**config.mk**
```make
export PLATFORM = sky130hd
export DESIGN_NAME = csrc_stop_ctrl
export DESIGN_NICKNAME = d
export VERILOG_FILES = /design/src/csrc_pkg.sv /design/src/csrc_out_if.sv /design/src/csrc_out_unit.sv /design/src/csrc_stop_ctrl.sv
export SDC_FILE = /design/constraint.sdc
export NUM_CORES = 1
export LEC_CHECK = 0
export BUFFER_PORTS_ARGS = -buffer_cell sky130_fd_sc_hd__buf_2
export CELL_PAD_IN_SITES_DETAIL_PLACEMENT = 2
export CELL_PAD_IN_SITES_GLOBAL_PLACEMENT = 2
export CORE_UTILIZATION = 40
export DETAILED_ROUTE_END_ITERATION = 10
export PLACE_DENSITY_LB_ADDON = 0.08
export SETUP_SLACK_MARGIN = 0.3
export SLEW_MARGIN = 20
export SYNTH_ARGS = -nofsm -noshare
export SYNTH_HDL_FRONTEND = slang
export SYNTH_HIERARCHICAL = 1
export SYNTH_SLANG_ARGS = --single-unit
```
**constraint.sdc**
```tcl
create_clock -name clock -period 6.2 [get_ports clock]
set_clock_uncertainty 0.2 [all_clocks]
set_input_delay 0 -clock clock [delete_from_list [all_inputs] [get_ports clock]]
set_output_delay 0 -clock clock [all_outputs]
set_load 0.01 [all_outputs]
```
**src/csrc_pkg.sv**
```systemverilog
// Shared constants and types for the stop-reaction controller
package csrc_pkg;
    // ----------------------------------------
    // Register byte offsets
    // ----------------------------------------
    localparam logic [7:0] OFS_STAGE = 8'h00;
    localparam logic [7:0] OFS_RECORD = 8'h04;
    localparam logic [7:0] OFS_START = 8'h08;
    localparam logic [7:0] OFS_CMP0 = 8'h0C;
    localparam logic [7:0] OFS_CMP1 = 8'h10;
    localparam logic [7:0] OFS_PLEN = 8'h14;
    localparam logic [7:0] OFS_COUNT = 8'h18;
    localparam logic [7:0] OFS_STATUS = 8'h1C;

    // ----------------------------------------
    // Parameter byte fields and record number
    // ----------------------------------------
    localparam int CF_REACT_LSB = 0;
    localparam int CF_SUB0_BIT = 2;
    localparam int CF_SUB1_BIT = 3;
    localparam int CF_FN0_LSB = 4;
    localparam int CF_FN1_LSB = 6;
    localparam int ST_ERR_BIT = 8;
    localparam logic [7:0] REC_PARAMS = 8'h80;
    localparam logic [7:0] RST_PARAMS = 8'h01;
    localparam logic [15:0] PCNT_ONE = 16'h0001;

    typedef enum logic [1:0] {RX_CONTINUE, RX_SUBST, RX_HOLD} csrc_react_t;
    typedef enum logic [1:0] {FN_OFF, FN_AT_CMP, FN_PULSE} csrc_func_t;
endpackage

```
**src/csrc_out_if.sv**
```systemverilog
// Carrier between the controller and one output channel
`timescale 1ns/100ps
`default_nettype none
interface csrc_out_if;
    logic [31:0] count;
    logic [31:0] cmp;
    logic [15:0] plen;
    csrc_pkg::csrc_func_t func;
    csrc_pkg::csrc_react_t mode;
    logic subst;
    logic stopped;
    logic stop_entry;
    logic restart;
    logic level;
    modport unit (
        input count, cmp, plen, func, mode, subst, stopped, stop_entry, restart,
        output level
    );
    modport ctrl (
        output count, cmp, plen, func, mode, subst, stopped, stop_entry, restart,
        input level
    );
endinterface
`default_nettype wire

```
**src/csrc_out_unit.sv**
```systemverilog
// One switched output channel with its stop reaction
`timescale 1ns/100ps
`default_nettype none
module csrc_out_unit (
    // Clock and reset
    input wire logic clock,
    input wire logic sys_rst,
    // Channel carrier
    csrc_out_if.unit bus
);
    typedef struct packed {
        logic out;
        logic lvl;
        logic hold;
        logic prev_match;
        logic [15:0] pcnt;
    } csrc_unit_t;

    csrc_unit_t r;
    csrc_unit_t n;
    logic match;
    logic pend;
    logic frozen;
    logic fn;

    always_comb begin
        n = r;
        match = bus.count >= bus.cmp;
        pend = r.pcnt == csrc_pkg::PCNT_ONE;
        frozen = bus.stopped && bus.mode != csrc_pkg::RX_CONTINUE;
        n.prev_match = match;
        if (bus.restart) begin
            n.lvl = 1'b0;
            n.pcnt = '0;
        end else if (match && !r.prev_match && !frozen) begin
            n.lvl = 1'b1;
            n.pcnt = (bus.plen == '0) ? csrc_pkg::PCNT_ONE : bus.plen;
        end else if (r.pcnt != '0) begin
            n.pcnt = r.pcnt - csrc_pkg::PCNT_ONE;
            if (pend) begin
                n.lvl = 1'b0;
            end
        end
        case (bus.func)
            csrc_pkg::FN_AT_CMP: fn = match;
            csrc_pkg::FN_PULSE: fn = r.lvl;
            default: fn = 1'b0;
        endcase
        if (bus.stop_entry) begin
            n.hold = r.out && !(pend && bus.func == csrc_pkg::FN_PULSE);
        end else if (pend && bus.func == csrc_pkg::FN_PULSE) begin
            n.hold = 1'b0;
        end
        if (frozen && bus.mode == csrc_pkg::RX_SUBST) begin
            n.out = bus.subst;
        end else if (frozen) begin
            n.out = bus.stop_entry ? r.out : r.hold;
        end else begin
            n.out = fn;
        end
    end

    always_ff @(posedge clock) begin
        if (sys_rst) begin
            r <= '0;
        end else begin
            r <= n;
        end
    end

    assign bus.level = r.out;
endmodule
`default_nettype wire

```
**src/csrc_stop_ctrl.sv**
```systemverilog
// Stop-reaction controller for a single-channel counter with two outputs
//
// Notes on behaviour
// - Continue reaction keeps counting and keeps both outputs switching while stopped.
// - Substitute reaction drives configured levels from stop until the next run.
// - Hold reaction freezes outputs at their stop-entry level until next run.
// - Under hold, a compare pulse set at stop still ends after its duration.
// - Stop-to-run under substitute or hold loads the start value, outputs resume.
// - Reaction is one parameter shared by both channels: continue, substitute or hold.
// - Processor writes parameter record 128; device accepts and applies it.
// - Reaction defaults to substitute and may change while running.
`timescale 1ns/100ps
`default_nettype none
module csrc_stop_ctrl (
    // Clock and reset
    input wire logic clock,
    input wire logic sys_rst,
    // APB slave
    input wire logic [7:0] paddr,
    input wire logic psel,
    input wire logic penable,
    input wire logic pwrite,
    input wire logic [31:0] pwdata,
    output logic [31:0] prdata,
    output logic pready,
    output logic pslverr,
    // Processor state and count input
    input wire logic cpu_run,
    input wire logic count_pulse,
    // Switched outputs
    output logic switch_output_first,
    output logic switch_output_second
);
    // ----------------------------------------
    // State
    // ----------------------------------------
    typedef struct packed {
        logic run_s1;
        logic run_s2;
        logic run_q;
        logic cnt_s1;
        logic cnt_s2;
        logic cnt_q;
        logic [31:0] count;
        logic [31:0] start;
        logic [31:0] cmp0;
        logic [31:0] cmp1;
        logic [15:0] plen;
        logic [7:0] stage;
        logic [7:0] active;
        logic rec_err;
        logic pready;
        logic pslverr;
        logic [31:0] prdata;
    } csrc_top_t;

    csrc_top_t r;
    csrc_top_t n;
    logic stopped;
    logic stop_entry;
    logic run_rise;
    logic restart;
    logic pulse_edge;
    logic commit;
    csrc_pkg::csrc_react_t mode;

    function automatic logic react_ok(input logic [7:0] prm);
        return prm[csrc_pkg::CF_REACT_LSB +: 2] <= 2'(csrc_pkg::RX_HOLD);
    endfunction

    function automatic csrc_pkg::csrc_func_t fn_of(input logic [7:0] prm, input int lsb);
        return csrc_pkg::csrc_func_t'(prm[lsb +: 2]);
    endfunction

    // ----------------------------------------
    // Run level and count edges
    // ----------------------------------------
    // run level synchronised, edges found
    assign stopped = !r.run_s2;
    assign stop_entry = r.run_q && !r.run_s2;
    assign run_rise = !r.run_q && r.run_s2;
    assign pulse_edge = r.cnt_s2 && !r.cnt_q;
    assign mode = csrc_pkg::csrc_react_t'(r.active[csrc_pkg::CF_REACT_LSB +: 2]);
    // startup state only for substitute and hold
    assign restart = run_rise && mode != csrc_pkg::RX_CONTINUE;
    assign commit = psel && penable && r.pready && pwrite;

    always_comb begin
        n = r;
        n.run_s1 = cpu_run;
        n.run_s2 = r.run_s1;
        n.run_q = r.run_s2;
        n.cnt_s1 = count_pulse;
        n.cnt_s2 = r.cnt_s1;
        n.cnt_q = r.cnt_s2;
        if (restart) begin
            n.count = r.start;
        end else if (pulse_edge) begin
            n.count = r.count + 32'h00000001;
        end

        // Answer one cycle into the access phase
        n.pready = psel && penable && !r.pready;
        n.pslverr = 1'b0;
        if (psel && penable && !r.pready) begin
            case (paddr)
                csrc_pkg::OFS_STAGE: n.prdata = {24'h000000, r.stage};
                csrc_pkg::OFS_RECORD: n.prdata = {23'h000000, r.rec_err, r.active};
                csrc_pkg::OFS_START: n.prdata = r.start;
                csrc_pkg::OFS_CMP0: n.prdata = r.cmp0;
                csrc_pkg::OFS_CMP1: n.prdata = r.cmp1;
                csrc_pkg::OFS_PLEN: n.prdata = {16'h0000, r.plen};
                csrc_pkg::OFS_COUNT: n.prdata = r.count;
                csrc_pkg::OFS_STATUS: n.prdata = {29'h00000000, switch_output_second,
                    switch_output_first, stopped};
                default: begin
                    n.prdata = 32'h00000000;
                    n.pslverr = 1'b1;
                end
            endcase
        end

        if (commit) begin
            case (paddr)
                csrc_pkg::OFS_STAGE: n.stage = pwdata[7:0];
                // only record 128 with a valid reaction applies
                // applies in run or stop alike
                csrc_pkg::OFS_RECORD: begin
                    if (pwdata[7:0] == csrc_pkg::REC_PARAMS && react_ok(r.stage)) begin
                        n.active = r.stage;
                        n.rec_err = 1'b0;
                    end else begin
                        n.rec_err = 1'b1;
                    end
                end
                csrc_pkg::OFS_START: n.start = pwdata;
                csrc_pkg::OFS_CMP0: n.cmp0 = pwdata;
                csrc_pkg::OFS_CMP1: n.cmp1 = pwdata;
                csrc_pkg::OFS_PLEN: n.plen = pwdata[15:0];
                default: n.rec_err = r.rec_err;
            endcase
        end
    end

    always_ff @(posedge clock) begin
        if (sys_rst) begin
            r <= '0;
            r.stage <= csrc_pkg::RST_PARAMS;
            r.active <= csrc_pkg::RST_PARAMS;
        end else begin
            r <= n;
        end
    end

    assign prdata = r.prdata;
    assign pready = r.pready;
    assign pslverr = r.pslverr;

    // ----------------------------------------
    // Output channels
    // ----------------------------------------
    csrc_out_if ch0 ();
    csrc_out_if ch1 ();

    assign ch0.count = r.count;
    assign ch0.cmp = r.cmp0;
    assign ch0.plen = r.plen;
    assign ch0.func = fn_of(r.active, csrc_pkg::CF_FN0_LSB);
    assign ch0.mode = mode;
    assign ch0.subst = r.active[csrc_pkg::CF_SUB0_BIT];
    assign ch0.stopped = stopped;
    assign ch0.stop_entry = stop_entry;
    assign ch0.restart = restart;

    assign ch1.count = r.count;
    assign ch1.cmp = r.cmp1;
    assign ch1.plen = r.plen;
    assign ch1.func = fn_of(r.active, csrc_pkg::CF_FN1_LSB);
    assign ch1.mode = mode;
    assign ch1.subst = r.active[csrc_pkg::CF_SUB1_BIT];
    assign ch1.stopped = stopped;
    assign ch1.stop_entry = stop_entry;
    assign ch1.restart = restart;

    csrc_out_unit u_out0 (
        .clock(clock),
        .sys_rst(sys_rst),
        .bus(ch0.unit)
    );

    csrc_out_unit u_out1 (
        .clock(clock),
        .sys_rst(sys_rst),
        .bus(ch1.unit)
    );

    // Both come from the channel flip-flops
    assign switch_output_first = ch0.level;
    assign switch_output_second = ch1.level;
endmodule
`default_nettype wire

```
# Yosys cells after proc, flatten, opt, wreduce, memory -nomap -nowiden
# Cells that the tools add are included.
# word_totals
register_bits	241
in_bits	47
output_inout_bits	36
wordCells	130
# op_classes
n_addsub	3
magnitude_cmp	3
eq_ne	16
n_mux	28
bitwise_logic	1
reduce_logical	52
# ops
cell	n
$pmux W32 S8	1
$mux W16	5
$ge A32 B32 Y1	2
$mux W32	2
$add A32 B1 Y32 const B	1
$eq A16 B1 Y1 const B	2
$eq A8 B5 Y1 const B	4
$reduce_bool A16 Y1	2
$sub A16 B1 Y16 const B	2
$logic_and A1 B1 Y1	19
$mux W1	18
$eq A8 B4 Y1 const B	2
$logic_not A16 Y1	1
$reduce_and A2 Y1	8
$reduce_bool A2 Y1	8
$logic_not A1 Y1	9
$eq A8 B3 Y1 const B	1
$eq A8 B8 Y1 const B	1
$logic_not A8 Y1	1
$reduce_or A8 Y1	1
$eq A2 B1 Y1 const B	3
$eq A2 B2 Y1 const B	2
$pmux W1 S2	2
$reduce_or A2 Y1	2
other kinds (4)	4

# Longest topological paths before layout
# Gate-level depths: netlist (run 1).
# logic_depth
depth_word	6
depth_mapped	11
depth_no_buf	9

# Hierarchy
# Netlist (run 1), hierarchy kept.
# modules_own_cells
module	instances	cells_per_inst	area_per_inst_um2	seq_area_each_um2
csrc_stop_ctrl	1	1083	8971.1	4023.9
csrc_out_unit at u_out1	1	270	2092.0	400.4
csrc_out_unit at u_out0	1	274	2087.0	400.4

# Least setup slack after synthesis (run 1)
# Ideal clock, no wire load.
# synth_path
kind	register to register
from	register r (netlist bit ch0.count[15])
to	register u_out0/r[10] in the netlist's numbering
setup_ps	118
t_arrival_ps	2247
required_ps	5882
slack_ps	3634
stages_incl_launch_ff	9
n_path_buf	1
period_less_slack_ps	2566
path_cell_list	dfxtp_1 ha_1 nand2_1 nor4_2 or4b_4 a311oi_4 nor2_2 buf_6 mux2i_1
# synth_via
elab_chain_len	4
word_cells_on_any_way	5
classes_between	1 x order compare; 1 x mux; 3 x reduce/logical
# synth_rtl
item	line	source
start, declared	csrc_stop_ctrl.sv:57	csrc_top_t r;
start signal, assigned	csrc_stop_ctrl.sv:151	r <= n;
$ge A32 B32 Y1 (*)	csrc_out_unit.sv:28	match = bus.count >= bus.cmp;
$logic_and A1 B1 Y1 (*) (2 in series)	csrc_out_unit.sv:35	end else if (match && !r.prev_match && !frozen) begin
$mux W16 or $reduce_bool A2 Y1 (tied branches)	--	
end signal, assigned	csrc_out_unit.sv:67	r <= n;
end, declared	csrc_out_unit.sv:19	csrc_unit_t r;
# Every way passes the cells marked *; elsewhere a longest branch is shown, timed or not.
# A chain may end at the register's enable or synchronous reset.

# Worst setup path after layout (run 1)
# layout_path
from	register r (netlist bit ch0.count[0])
to	register u_out1/r[12] in the netlist's numbering
# layout_via
elab_chain_len	4
word_cells_on_any_way	5
classes_between	1 x order compare; 1 x mux; 3 x reduce/logical
# layout_rtl
item	line
$ge A32 B32 Y1 (*)	csrc_out_unit.sv:28
$logic_and A1 B1 Y1 (*) (2 in series)	csrc_out_unit.sv:35
$mux W16 or $reduce_bool A2 Y1 (tied branches)	--
end signal, assigned	csrc_out_unit.sv:67
end, declared	csrc_out_unit.sv:19
# Marks and branches as above.

==> results of run 1 <==
where the power goes:
group / leakage, uW / total, uW / switching, uW / internal (uW)
clock: 0.000448 / 1680 / 690 / 986
combinational: 0.00326 / 1070 / 651 / 414
sequential: 0.00195 / 1770 / 120 / 1650
registers in the layout (all words and copies together) (netlist names), 2 cells and up:
signal	cells
ch1.cmp	32
prdata	32
ch0.mode	2
n	4
ch1.func	2
u_out0/r	19
r	43
ch0.plen	16
u_out1/r	19
ch0.func	2
ch0.cmp	32
ch0.count	32
critical path: cells and delay by family, from the launching register on:
kind | cells | cell delay (ns)
DFF | 1 | 0.49
adders and majority gates | 1 | 0.27
and+or+nand+nor | 2 | 0.73
buffers and inverters | 2 | 0.44
AOI/OAI and AO/OA | 4 | 1.72
muxes | 1 | 0.14
logic make-up (layout without fill, tap and decap cells):
logic type / count (synthesis) / after routing
AOI/OAI and AO/OA: 343 / 343
xor gates and xnor gates: 50 / 50
adders and majority gates: 73 / 73
buffers and inverters: 203 / 275
DFF: 241 / 241
muxes: 90 / 90
and+or+nand+nor: 627 / 627
per-stage QoR:
stage	hold WS, ns	worst slack (ns)	cell area [sq um]
6_report	0.01589	2.073	15000
5_1_grt	0.01630	2.047	15000
4_1_cts	0.01961	1.754	14990
3_5_place_dp	0.01731	1.842	13590
3_3_place_gp	0.009909	2.062	13580
2_1_floorplan	-0.1284	3.634	13150
layout make-up:
type | instances | area [sq um] | area share [%]
Tap cell | 442 | 553.0 | 3.686
Timing Repair Buffer | 144 | 1006 | 6.704
Clock buffer | 43 | 858.3 | 5.720
Sequential cell | 241 | 4825 | 32.15
Multi-Input combinational cell | 1183 | 7395 | 49.28
Clock inverter | 6 | 60.06 | 0.4003
Inverter | 82 | 307.8 | 2.051
final timing paths:
| check | endpoint | cells past startpoint | slack [ns] |
|---|---|---|---|
| min | n[199] | 3 | 0.02 |
| max reg2reg | u_out1/r[12] | 10 | 2.07 |
| min reg2reg | prdata[22] | 2 | 0.25 |
| max | u_out1/r[12] | 10 | 2.07 |
layer usage:
| layer | share of wire (%) | global-route usage, % | up-vias |
|---|---|---|---|
| li1 | - | - | 5751 |
| met1 | 45 | 40.25 | 6377 |
| met2 | 48 | 52.73 | 282 |
| met3 | 3.8 | 3.435 | 90 |
| met4 | 3.3 | 9.767 | 0 |
| met5 | 0 | 0 | - |
cells in the mapped netlist (30+ instances only):
| library cell | n |
|---|---|
| clkbuf_1 | 54 |
| a211oi_1 | 31 |
| buf_4 | 33 |
| a22oi_1 | 34 |
| nor2_1 | 111 |
| inv_1 | 82 |
| mux2i_1 | 67 |
| ha_1 | 73 |
| nand2_1 | 322 |
| dfxtp_1 | 241 |
| nor3_1 | 30 |
| a21oi_1 | 153 |
| o21ai_0 | 43 |
==> qor.yml, run 1 <==
grt:
  antenna_found_initial: 0
  grt_pass1_vias: 13550
  grt_pass1_wl_mm: 79.70
  overflow: 0
  grt_use_total_pct: 30.76
  grt_max_degree: 104
yosys:
  ys.flop_type: "dfxtp_1"
  synthSimpleGateAreaFrac_pct: 22.12
  synth_top_family_by_area: "simple AND/OR/NAND/NOR gates"
  yosys_warnings: 6
  synth_top_cell_area_share_pct: 36.69
  synthArstFlopShare_pct: 0
  synth_cell_types: 80
  avgSynthCellArea_sq_um: 8.082
  synth_compound_area_share_pct: 16.27
  synthAdderAreaFrac_pct: 6.946
  synth_area_sq_um: 13150
  synth_area_leaders: "dfxtp_1, nand2_1, ha_1"
  synth_top_area_cell: "dfxtp_1"
  syn-num-nets: 1747
  synth_edf_count: 0
  syn_inst: 1627
  ys_seq_elements: 241
  synth_xor_area_share_pct: 3.330
  ys_seq_area_share_pct: 36.69
  synth_mux_area_share_pct: 7.241
sta:
  tightestPinTransition_ns: 1.262
  fin_crit_ns: 4.127
  finalHoldViolations: 0
  tns_ns: 0
  slew_viol_final: 0
  rsz0062_at_grt: "no"
  max_slew_margin_pct: 14.77
  post-route-period-util_pct: 66.56
  setup_viol: 0
  fmax_mhz: 242.3
floorplan:
  initial_core_util_pct: 40.52
  io_pins: 83
  dieArea_sq_um: 33600
  die_w_microns: 183.3
  die_y_microns: 183.3
  core-area_sq_um: 32450
  rows: 66
route:
  vias: 12500
  routedWlPerCell_microns: 24.05
  drt_iter0_drc: 704
  postRouteWirelength_mm: 51.48
  ant_nets: 0
  via_per_inst: 5.838
  post-route-drc-count: 0
  dr.pass1.iters: 5
power_and_ir_drop:
  ir_drop_mv: 0.2053
  power.density_nw_per_um2: 300.7
  p_leak_uw: 0.005654
  fin_total_pwr_uw: 4512
final_layout:
  final_cell_mix: "nand2_1, dfxtp_1, a21oi_1, nor2_1, inv_1"
  drive_gt1_share_pct: 11.18
  syn_to_final_growth_pct: 14.10
  instances_no_fill: 2141
  final_util_pct: 46.23
  final_common_cell: "nand2_1"
  diodes: 0
  nets: 1801
  nFillCells: 3658
clock_network:
  clk_pin_slew_worst_paths_ns: 0.06
  postCtsHoldBufs: 48
  root_buffer: "clkbuf_16"
  cts_tree: "yes"
  clock_path_buffers: 3
  cts.sinks: 241
  cts_buffers: 29
  post_cts_buffers: 0
  htreeDepth: 1
  insertion_delay_ns: 0.56
  cts_resized: 0
critical_path:
  cp_data_required_time_ns: 6.43
  crit_chain: "inv_1, ha_1, nand2b_1, a2111oi_0, o31ai_1, a21oi_1, o311ai_0, nand3b_1, buf_6, mux2i_1"
  start_kind: "flip-flop"
  cp_slowest_cell: "o311ai_0"
  worstPathArrival_ns: 4.36
  cpPeakStageDelay_ns: 1.09
  rr_startpoint: "ch0.count[0]"
  path_class: "flip-flop to flip-flop"
  critPathCaptureType: "flip-flop"
  path_max_fanout: 11
  startpoint: "ch0.count[0]"
hold_path:
  hp-start: "cpu_run"
  hp-class: "input port to flip-flop"
placed_design:
  gp_congestion: 0.8636
  port_buffers: 82
  hpwl_mm: 35.17
  dp.cells: 2043
run:
  maxCapViolations: 0
run_status:
  status: "complete, no violations"
Power figures use the tool's default switching activity.
==> run 2: changes to the inputs <==
- CORE_UTILIZATION: 40 -> 37
- clock period: 6.2 -> 4 ns (I/O delays scaled with it)
==> run 2 against run 1 <==
Sequential power increased by 55%. Core utilization decreased by 2.4 points. First-iteration DRC count decreased by 15%. Non-clock buffer count increased by 16. Largest power group is now the clock network. Highest routed layer unchanged.
==> qor.yml, run 2 (synthesis results as in run 1) <==
run_status:
  status: "complete, no violations"  # unchanged
critical_path:
  critPathCaptureType: "flip-flop"  # unchanged
  path_class: "flip-flop to flip-flop"  # unchanged
  start_kind: "flip-flop"  # unchanged
  worstPathArrival_ns: 3.58  # was 4.36 ns
  rr_startpoint: "ch0.count[0]"  # unchanged
  cp_data_required_time_ns: 4.29  # was 6.43 ns
  path_max_fanout: 17  # was 11
  startpoint: "ch0.count[0]"  # unchanged
grt:
  grt_max_degree: 84  # was 104
  antenna_found_initial: 0  # unchanged
  grt_pass1_vias: 13180  # was 13550
  grt_pass1_wl_mm: 78.52  # was 79.70 mm
  overflow: 0  # unchanged
  grt_use_total_pct: 28.14  # was 30.76%
final_layout:
  final_common_cell: "nand2_1"  # unchanged
  syn_to_final_growth_pct: 15.88  # was 14.10%
  diodes: 0  # unchanged
  top_register: "r"  # unchanged
  instances_no_fill: 2176  # was 2141
  finalInstanceArea_sq_um: 15240  # was 15000 sq um
  drive_gt1_share_pct: 12.09  # was 11.18%
  final_cell_mix: "nand2_1, dfxtp_1, a21oi_1, nor2_1, inv_1"  # unchanged
  nets: 1818  # was 1801
  largest_reg_flops: 43  # unchanged
sta:
  postLayoutSetupSlackWorst_ns: 0.7127  # was 2.073 ns
  max_slew_margin_pct: 34.99  # was 14.77%
  fin_crit_ns: 3.287  # was 4.127 ns
  setup_viol: 0  # unchanged
  tns_ns: 0  # unchanged
  slew_viol_final: 0  # unchanged
  rsz0062_at_grt: "no"  # unchanged
  post-route-period-util_pct: 82.18  # was 66.56%
  hold_ws_ns: 0.03442  # was 0.01589 ns
  fmax_mhz: 304.2  # was 242.3 MHz
  tightestPinTransition_ns: 0.9730  # was 1.262 ns
  finalHoldViolations: 0  # unchanged
power_and_ir_drop:
  p_leak_uw: 0.005776  # was 0.005654 uW
  power_frac_comb_pct: 22.5  # was 23.6%
  clkPwrFrac_pct: 39.4  # was 37.1%
  p_sw_share_pct: 31.37  # was 32.40%
  p_sw_uw: 2256  # was 1462 uW
  p_seq_share_pct: 38.1  # was 39.2%
  ir_drop_mv: 0.3362  # was 0.2053 mV
  power.density_nw_per_um2: 471.9  # was 300.7 nW/um^2
  intPower_uw: 4935  # was 3050 uW
route:
  dr.pass1.iters: 4  # was 5
  post-route-drc-count: 0  # unchanged
  via_per_inst: 5.627  # was 5.838
  vias: 12250  # was 12500
  routedWlPerCell_microns: 23.24  # was 24.05 microns
  route.met3.wl_mm: 1.652  # was 1.970 mm
  postRouteWirelength_mm: 50.58  # was 51.48 mm
  routed.top_layer: "met4"  # unchanged
  drt_iter0_drc: 596  # was 704
  ant_nets: 0  # unchanged
  met1_length_mm: 24.14  # was 23.18 mm
  wl_met2_mm: 23.61  # was 24.66 mm
clock_network:
  cts.sinks: 241  # unchanged
  clk_pin_slew_worst_paths_ns: 0.06  # about the same
  clock_path_buffers: 3  # unchanged
  cts_buffers: 30  # was 29
  htreeDepth: 1  # unchanged
  post_cts_buffers: 0  # unchanged
  cts_tree: "yes"  # unchanged
  root_buffer: "clkbuf_16"  # unchanged
  insertion_delay_ns: 0.57  # was 0.56 ns
  cts_resized: 0  # unchanged
run:
  maxCapViolations: 0  # unchanged
placed_design:
  gp_congestion: 0.8074  # was 0.8636
  placed_area_sq_um: 13720  # was 13590 sq um
  dp_slack_ns: 0.7670  # was 1.842 ns
  dp.cells: 2072  # was 2043
  hpwl_mm: 35.31  # was 35.17 mm
  port_buffers: 82  # unchanged
hold_path:
  hp-class: "input port to flip-flop"  # unchanged
  hp-start: "paddr[5]"  # was cpu_run
floorplan:
  io_pins: 83  # unchanged
  initial_core_util_pct: 37.79  # was 40.52%
  dieArea_sq_um: 36300  # was 33600 sq um
  rows: 68  # was 66
  die_y_microns: 190.5  # was 183.3 microns
  core-area_sq_um: 34800  # was 32450 sq um
  die_w_microns: 190.5  # was 183.3 microns
==> run 2: cell count changes in the layout (fill, tap and decap cells not counted), sizes merged <==
cell | previous run | this run
buf | 96 | 111
clkinv | 3 | 8
bufinv | 1 | 3
clkinvlp | 2 | 0
clkbuf | 43 | 44
dlygate4sd3 | 48 | 49
==> run 2: critical path, cell delays in order, from the launching register on <==
cell and delay (ns):
dfxtp_1 0.50, inv_1 0.08, ha_1 0.28, nand2b_1 0.14, a2111oi_0 0.49, o31ai_1 0.20, a21oi_1 0.24, o311ai_0 0.22
buf_4 0.21, nand3b_1 0.08, buf_4 0.31, mux2i_1 0.24
==> run 2: final timing paths <==
kind	slack (ns)	end	cells after the start
max	0.71	u_out1/r[11]	11
min	0.03	r[44]	5
max reg2reg	0.71	u_out1/r[11]	11
min reg2reg	0.24	n[198]	1
==> run 2: cell type report <==
type                            instances  area (sq um)
Clock buffer                           44         894.6
Clock inverter                         11         130.1
Fill cell                            3960         19560
Inverter                               82         307.8
Multi-Input combinational cell       1183          7387
Sequential cell                       241          4825
Tap cell                              455         569.3
Timing Repair Buffer                  160          1125
==> run 2: per-stage QoR <==
step	utilization [%]	power [uW]
final	43.79	7192
after global routing	43.79	7546
after CTS	43.78	7256
after detailed placement	39.42	4360
after global placement	39.42	4290
after floorplan	-	3931
==> run 2: what timing repair did <==
action / in CTS / in global routing
endpoints found under the setup margin: 0 / 0
hold buffers: 49 / 0
hold endpoints to repair: 155 / 0
==> run 2: layer usage <==
layer | vias to the layer above | track usage [%]
li1 | 5778 | -
met1 | 6184 | 38.49
met2 | 212 | 47.05
met3 | 71 | 2.705
met4 | 0 | 7.477
met5 | - | 0
==> run 2: power groups by stage <==
stage | clock [uW] | sequential (uW) | combinational, uW
5_1_grt | 2990 | 2760 | 1800
2_1_floorplan | 0 | 2730 | 1200
3_3_place_gp | 0 | 2780 | 1510
4_1_cts | 2900 | 2740 | 1620
3_5_place_dp | 0 | 2790 | 1570
6_report | 2830 | 2740 | 1620
==> run 3: changes to the inputs <==
- clock period: 4 -> 3.15 ns (I/O delays scaled with it)
==> run 3 against run 2 <==
Sequential power grew 27%. Via count increased by 3.1%. Register-to-register slack got worse by 0.35 ns. Final cell count up 1.5%. Clock-buffer cell count fell by 4. Sequential share of layout area decreased by 0.99 points. Wire length rose by 5.6%. First-iteration DRC count grew 17%. Global-route usage is 1.1 points higher. Non-clock buffer count rose by 30. Maximum frequency rose by 18%. Highest routed layer unchanged.
==> qor.yml, run 3 (synthesis results as in run 1) <==
final_layout:
  finalInstanceArea_sq_um: 15810  # was 15240 sq um
  drive_gt1_share_pct: 15.75  # was 12.09%
  syn_to_final_growth_pct: 20.26  # was 15.88%
  nFillCells: 3878  # was 3960
  seq_area_sq_um: 4851  # was 4825 sq um
  final_cell_mix: "nand2_1, dfxtp_1, a21oi_1, nor2_1, inv_1"  # unchanged
  nets: 1849  # was 1818
  largest_reg_flops: 43  # unchanged
  multi_input_area_sq_um: 7520  # was 7387 sq um
  top_register: "r"  # unchanged
  final_common_cell: "nand2_1"  # unchanged
  final_util_pct: 45.44  # was 43.79%
grt:
  grt_pass1_vias: 13330  # was 13180
  antenna_found_initial: 1  # was 0
  grt_max_degree: 68  # was 84
  grt_use_total_pct: 29.24  # was 28.14%
  grt_pass1_wl_mm: 80.85  # was 78.52 mm
  overflow: 0  # unchanged
sta:
  slew_viol_final: 0  # unchanged
  setup_viol: 0  # unchanged
  fmax_mhz: 359.1  # was 304.2 MHz
  tightestPinTransition_ns: 0.9004  # was 0.9730 ns
  fin_crit_ns: 2.785  # was 3.287 ns
  finalHoldViolations: 0  # unchanged
  tns_ns: 0  # unchanged
  rsz0062_at_grt: "yes"  # was no
  post-route-period-util_pct: 88.41  # was 82.18%
  hold_ws_ns: 0.03372  # was 0.03442 ns
  max_slew_margin_pct: 39.97  # was 34.99%
floorplan:
  rows: 68  # unchanged
  io_pins: 83  # unchanged
  initial_core_util_pct: 37.79  # unchanged
  die_w_microns: 190.5  # unchanged
  dieArea_sq_um: 36300  # unchanged
  die_y_microns: 190.5  # unchanged
  core-area_sq_um: 34800  # unchanged
route:
  post-route-drc-count: 0  # unchanged
  vias: 12620  # was 12250
  dr.pass1.iters: 5  # was 4
  drt_iter0_drc: 697  # was 596
  routedWlPerCell_microns: 24.20  # was 23.24 microns
  via_per_inst: 5.717  # was 5.627
  postRouteWirelength_mm: 53.44  # was 50.58 mm
  ant_nets: 0  # unchanged
hold_path:
  hp-class: "input port to flip-flop"  # unchanged
critical_path:
  worstPathArrival_ns: 3.05  # was 3.58 ns
  critPathCaptureType: "flip-flop"  # unchanged
  path_max_fanout: 6  # was 17
  path_class: "flip-flop to flip-flop"  # unchanged
  start_kind: "flip-flop"  # unchanged
  cp_data_required_time_ns: 3.41  # was 4.29 ns
clock_network:
  htreeDepth: 1  # unchanged
  clk_pin_slew_worst_paths_ns: 0.06  # about the same
  cts.sinks: 241  # unchanged
  cts_buffers: 30  # unchanged
  insertion_delay_ns: 0.58  # was 0.57 ns
  clock_path_buffers: 3  # unchanged
  root_buffer: "clkbuf_16"  # unchanged
  cts_tree: "yes"  # unchanged
power_and_ir_drop:
  p_sw_uw: 3050  # was 2256 uW
  clkPwrFrac_pct: 40.2  # was 39.4%
  p_seq_share_pct: 36.0  # was 38.1%
  power_frac_comb_pct: 23.8  # was 22.5%
  power.density_nw_per_um2: 610.8  # was 471.9 nW/um^2
  intPower_uw: 6609  # was 4935 uW
  p_leak_uw: 0.006046  # was 0.005776 uW
  p_sw_share_pct: 31.58  # was 31.37%
  fin_total_pwr_uw: 9659  # was 7192 uW
  ir_drop_mv: 0.4112  # was 0.3362 mV
placed_design:
  gp_congestion: 0.8650  # was 0.8074
  placed_area_sq_um: 13900  # was 13720 sq um
  hpwl_mm: 35.58  # was 35.31 mm
  port_buffers: 82  # unchanged
run_status:
  status: "complete, no violations"  # unchanged
run:
  maxCapViolations: 0  # unchanged
run 3: changes by cell type in the layout (fill, tap and decap cells not counted), moves of 3 or more:
cell | before | now
buf_12 | 0 | 4
buf_4 | 29 | 49
buf_6 | 1 | 4
bufinv_16 | 3 | 6
clkbuf_1 | 6 | 2
dfxtp_1 | 241 | 222
dfxtp_2 | 0 | 18
run 3: what timing repair did:
action | 4_1_cts | 5_1_grt
hold endpoints to repair | 153 | 0
setup buffers | 2 | 6
setup endpoints to repair | 34 | 44
pin swaps | 7 | 13
resized for setup | 13 | 33
cloned | 2 | 1
hold buffers | 50 | 0
run 3: path summary, 6_finish.rpt:
check	endpoint	from	slack, ns	cells past startpoint
worst min-delay path	prdata[6]	paddr[7]	0.03	6
worst max register to register	u_out1/r[9]	ch0.count[6]	0.37	10
worst max-delay path	u_out1/r[9]	ch0.count[6]	0.37	10
worst min register to register	n[198]	n[199]	0.25	1
run 3: layer usage:
metal	track usage [%]	vias up	share of wire, %
li1	-	5832	-
met5	0	-	0
met4	10.00	0	2.4
met3	2.944	74	3.8
met1	39.91	6454	47
met2	47.89	263	47
run 3: power groups by stage:
| stage | clock network, uW | registers (uW) | logic (uW) |
|---|---|---|---|
| after floorplan | 0 | 3470 | 1520 |
| after global placement | 0 | 3520 | 1980 |
| after detailed placement | 0 | 3530 | 2070 |
| after CTS | 3950 | 3470 | 2200 |
| after global routing | 4060 | 3500 | 2510 |
| final | 3880 | 3480 | 2300 |
run 3: through the flow:
stage | setup slack, ns | cells
2_1_floorplan | 0.5843 | 1627
3_3_place_gp | 0.2018 | 2091
3_5_place_dp | 0.1630 | 2091
4_1_cts | 0.3117 | 2200
5_1_grt | 0.2618 | 2208
6_report | 0.3650 | 2208
run 3: area by class of cell:
type | count | share of cell area (%)
inverter | 82 | 1.946
clock buffer | 40 | 5.562
multi-input combinational | 1184 | 47.55
antenna | 1 | 0.01582
clock inverter | 15 | 1.440
tap | 455 | 3.600
sequential | 241 | 30.67
timing repair buffer | 190 | 9.210
run 3: worst max-delay path: stages, from the launching register on:
cell and delay [ns]:
dfxtp_1 0.40, ha_1 0.35, nand4_1 0.25, o31ai_4 0.36, a21oi_2 0.08, o311ai_1 0.23, buf_4 0.20, nand3b_1 0.15
buf_6 0.18, buf_12 0.13, mux2i_2 0.14
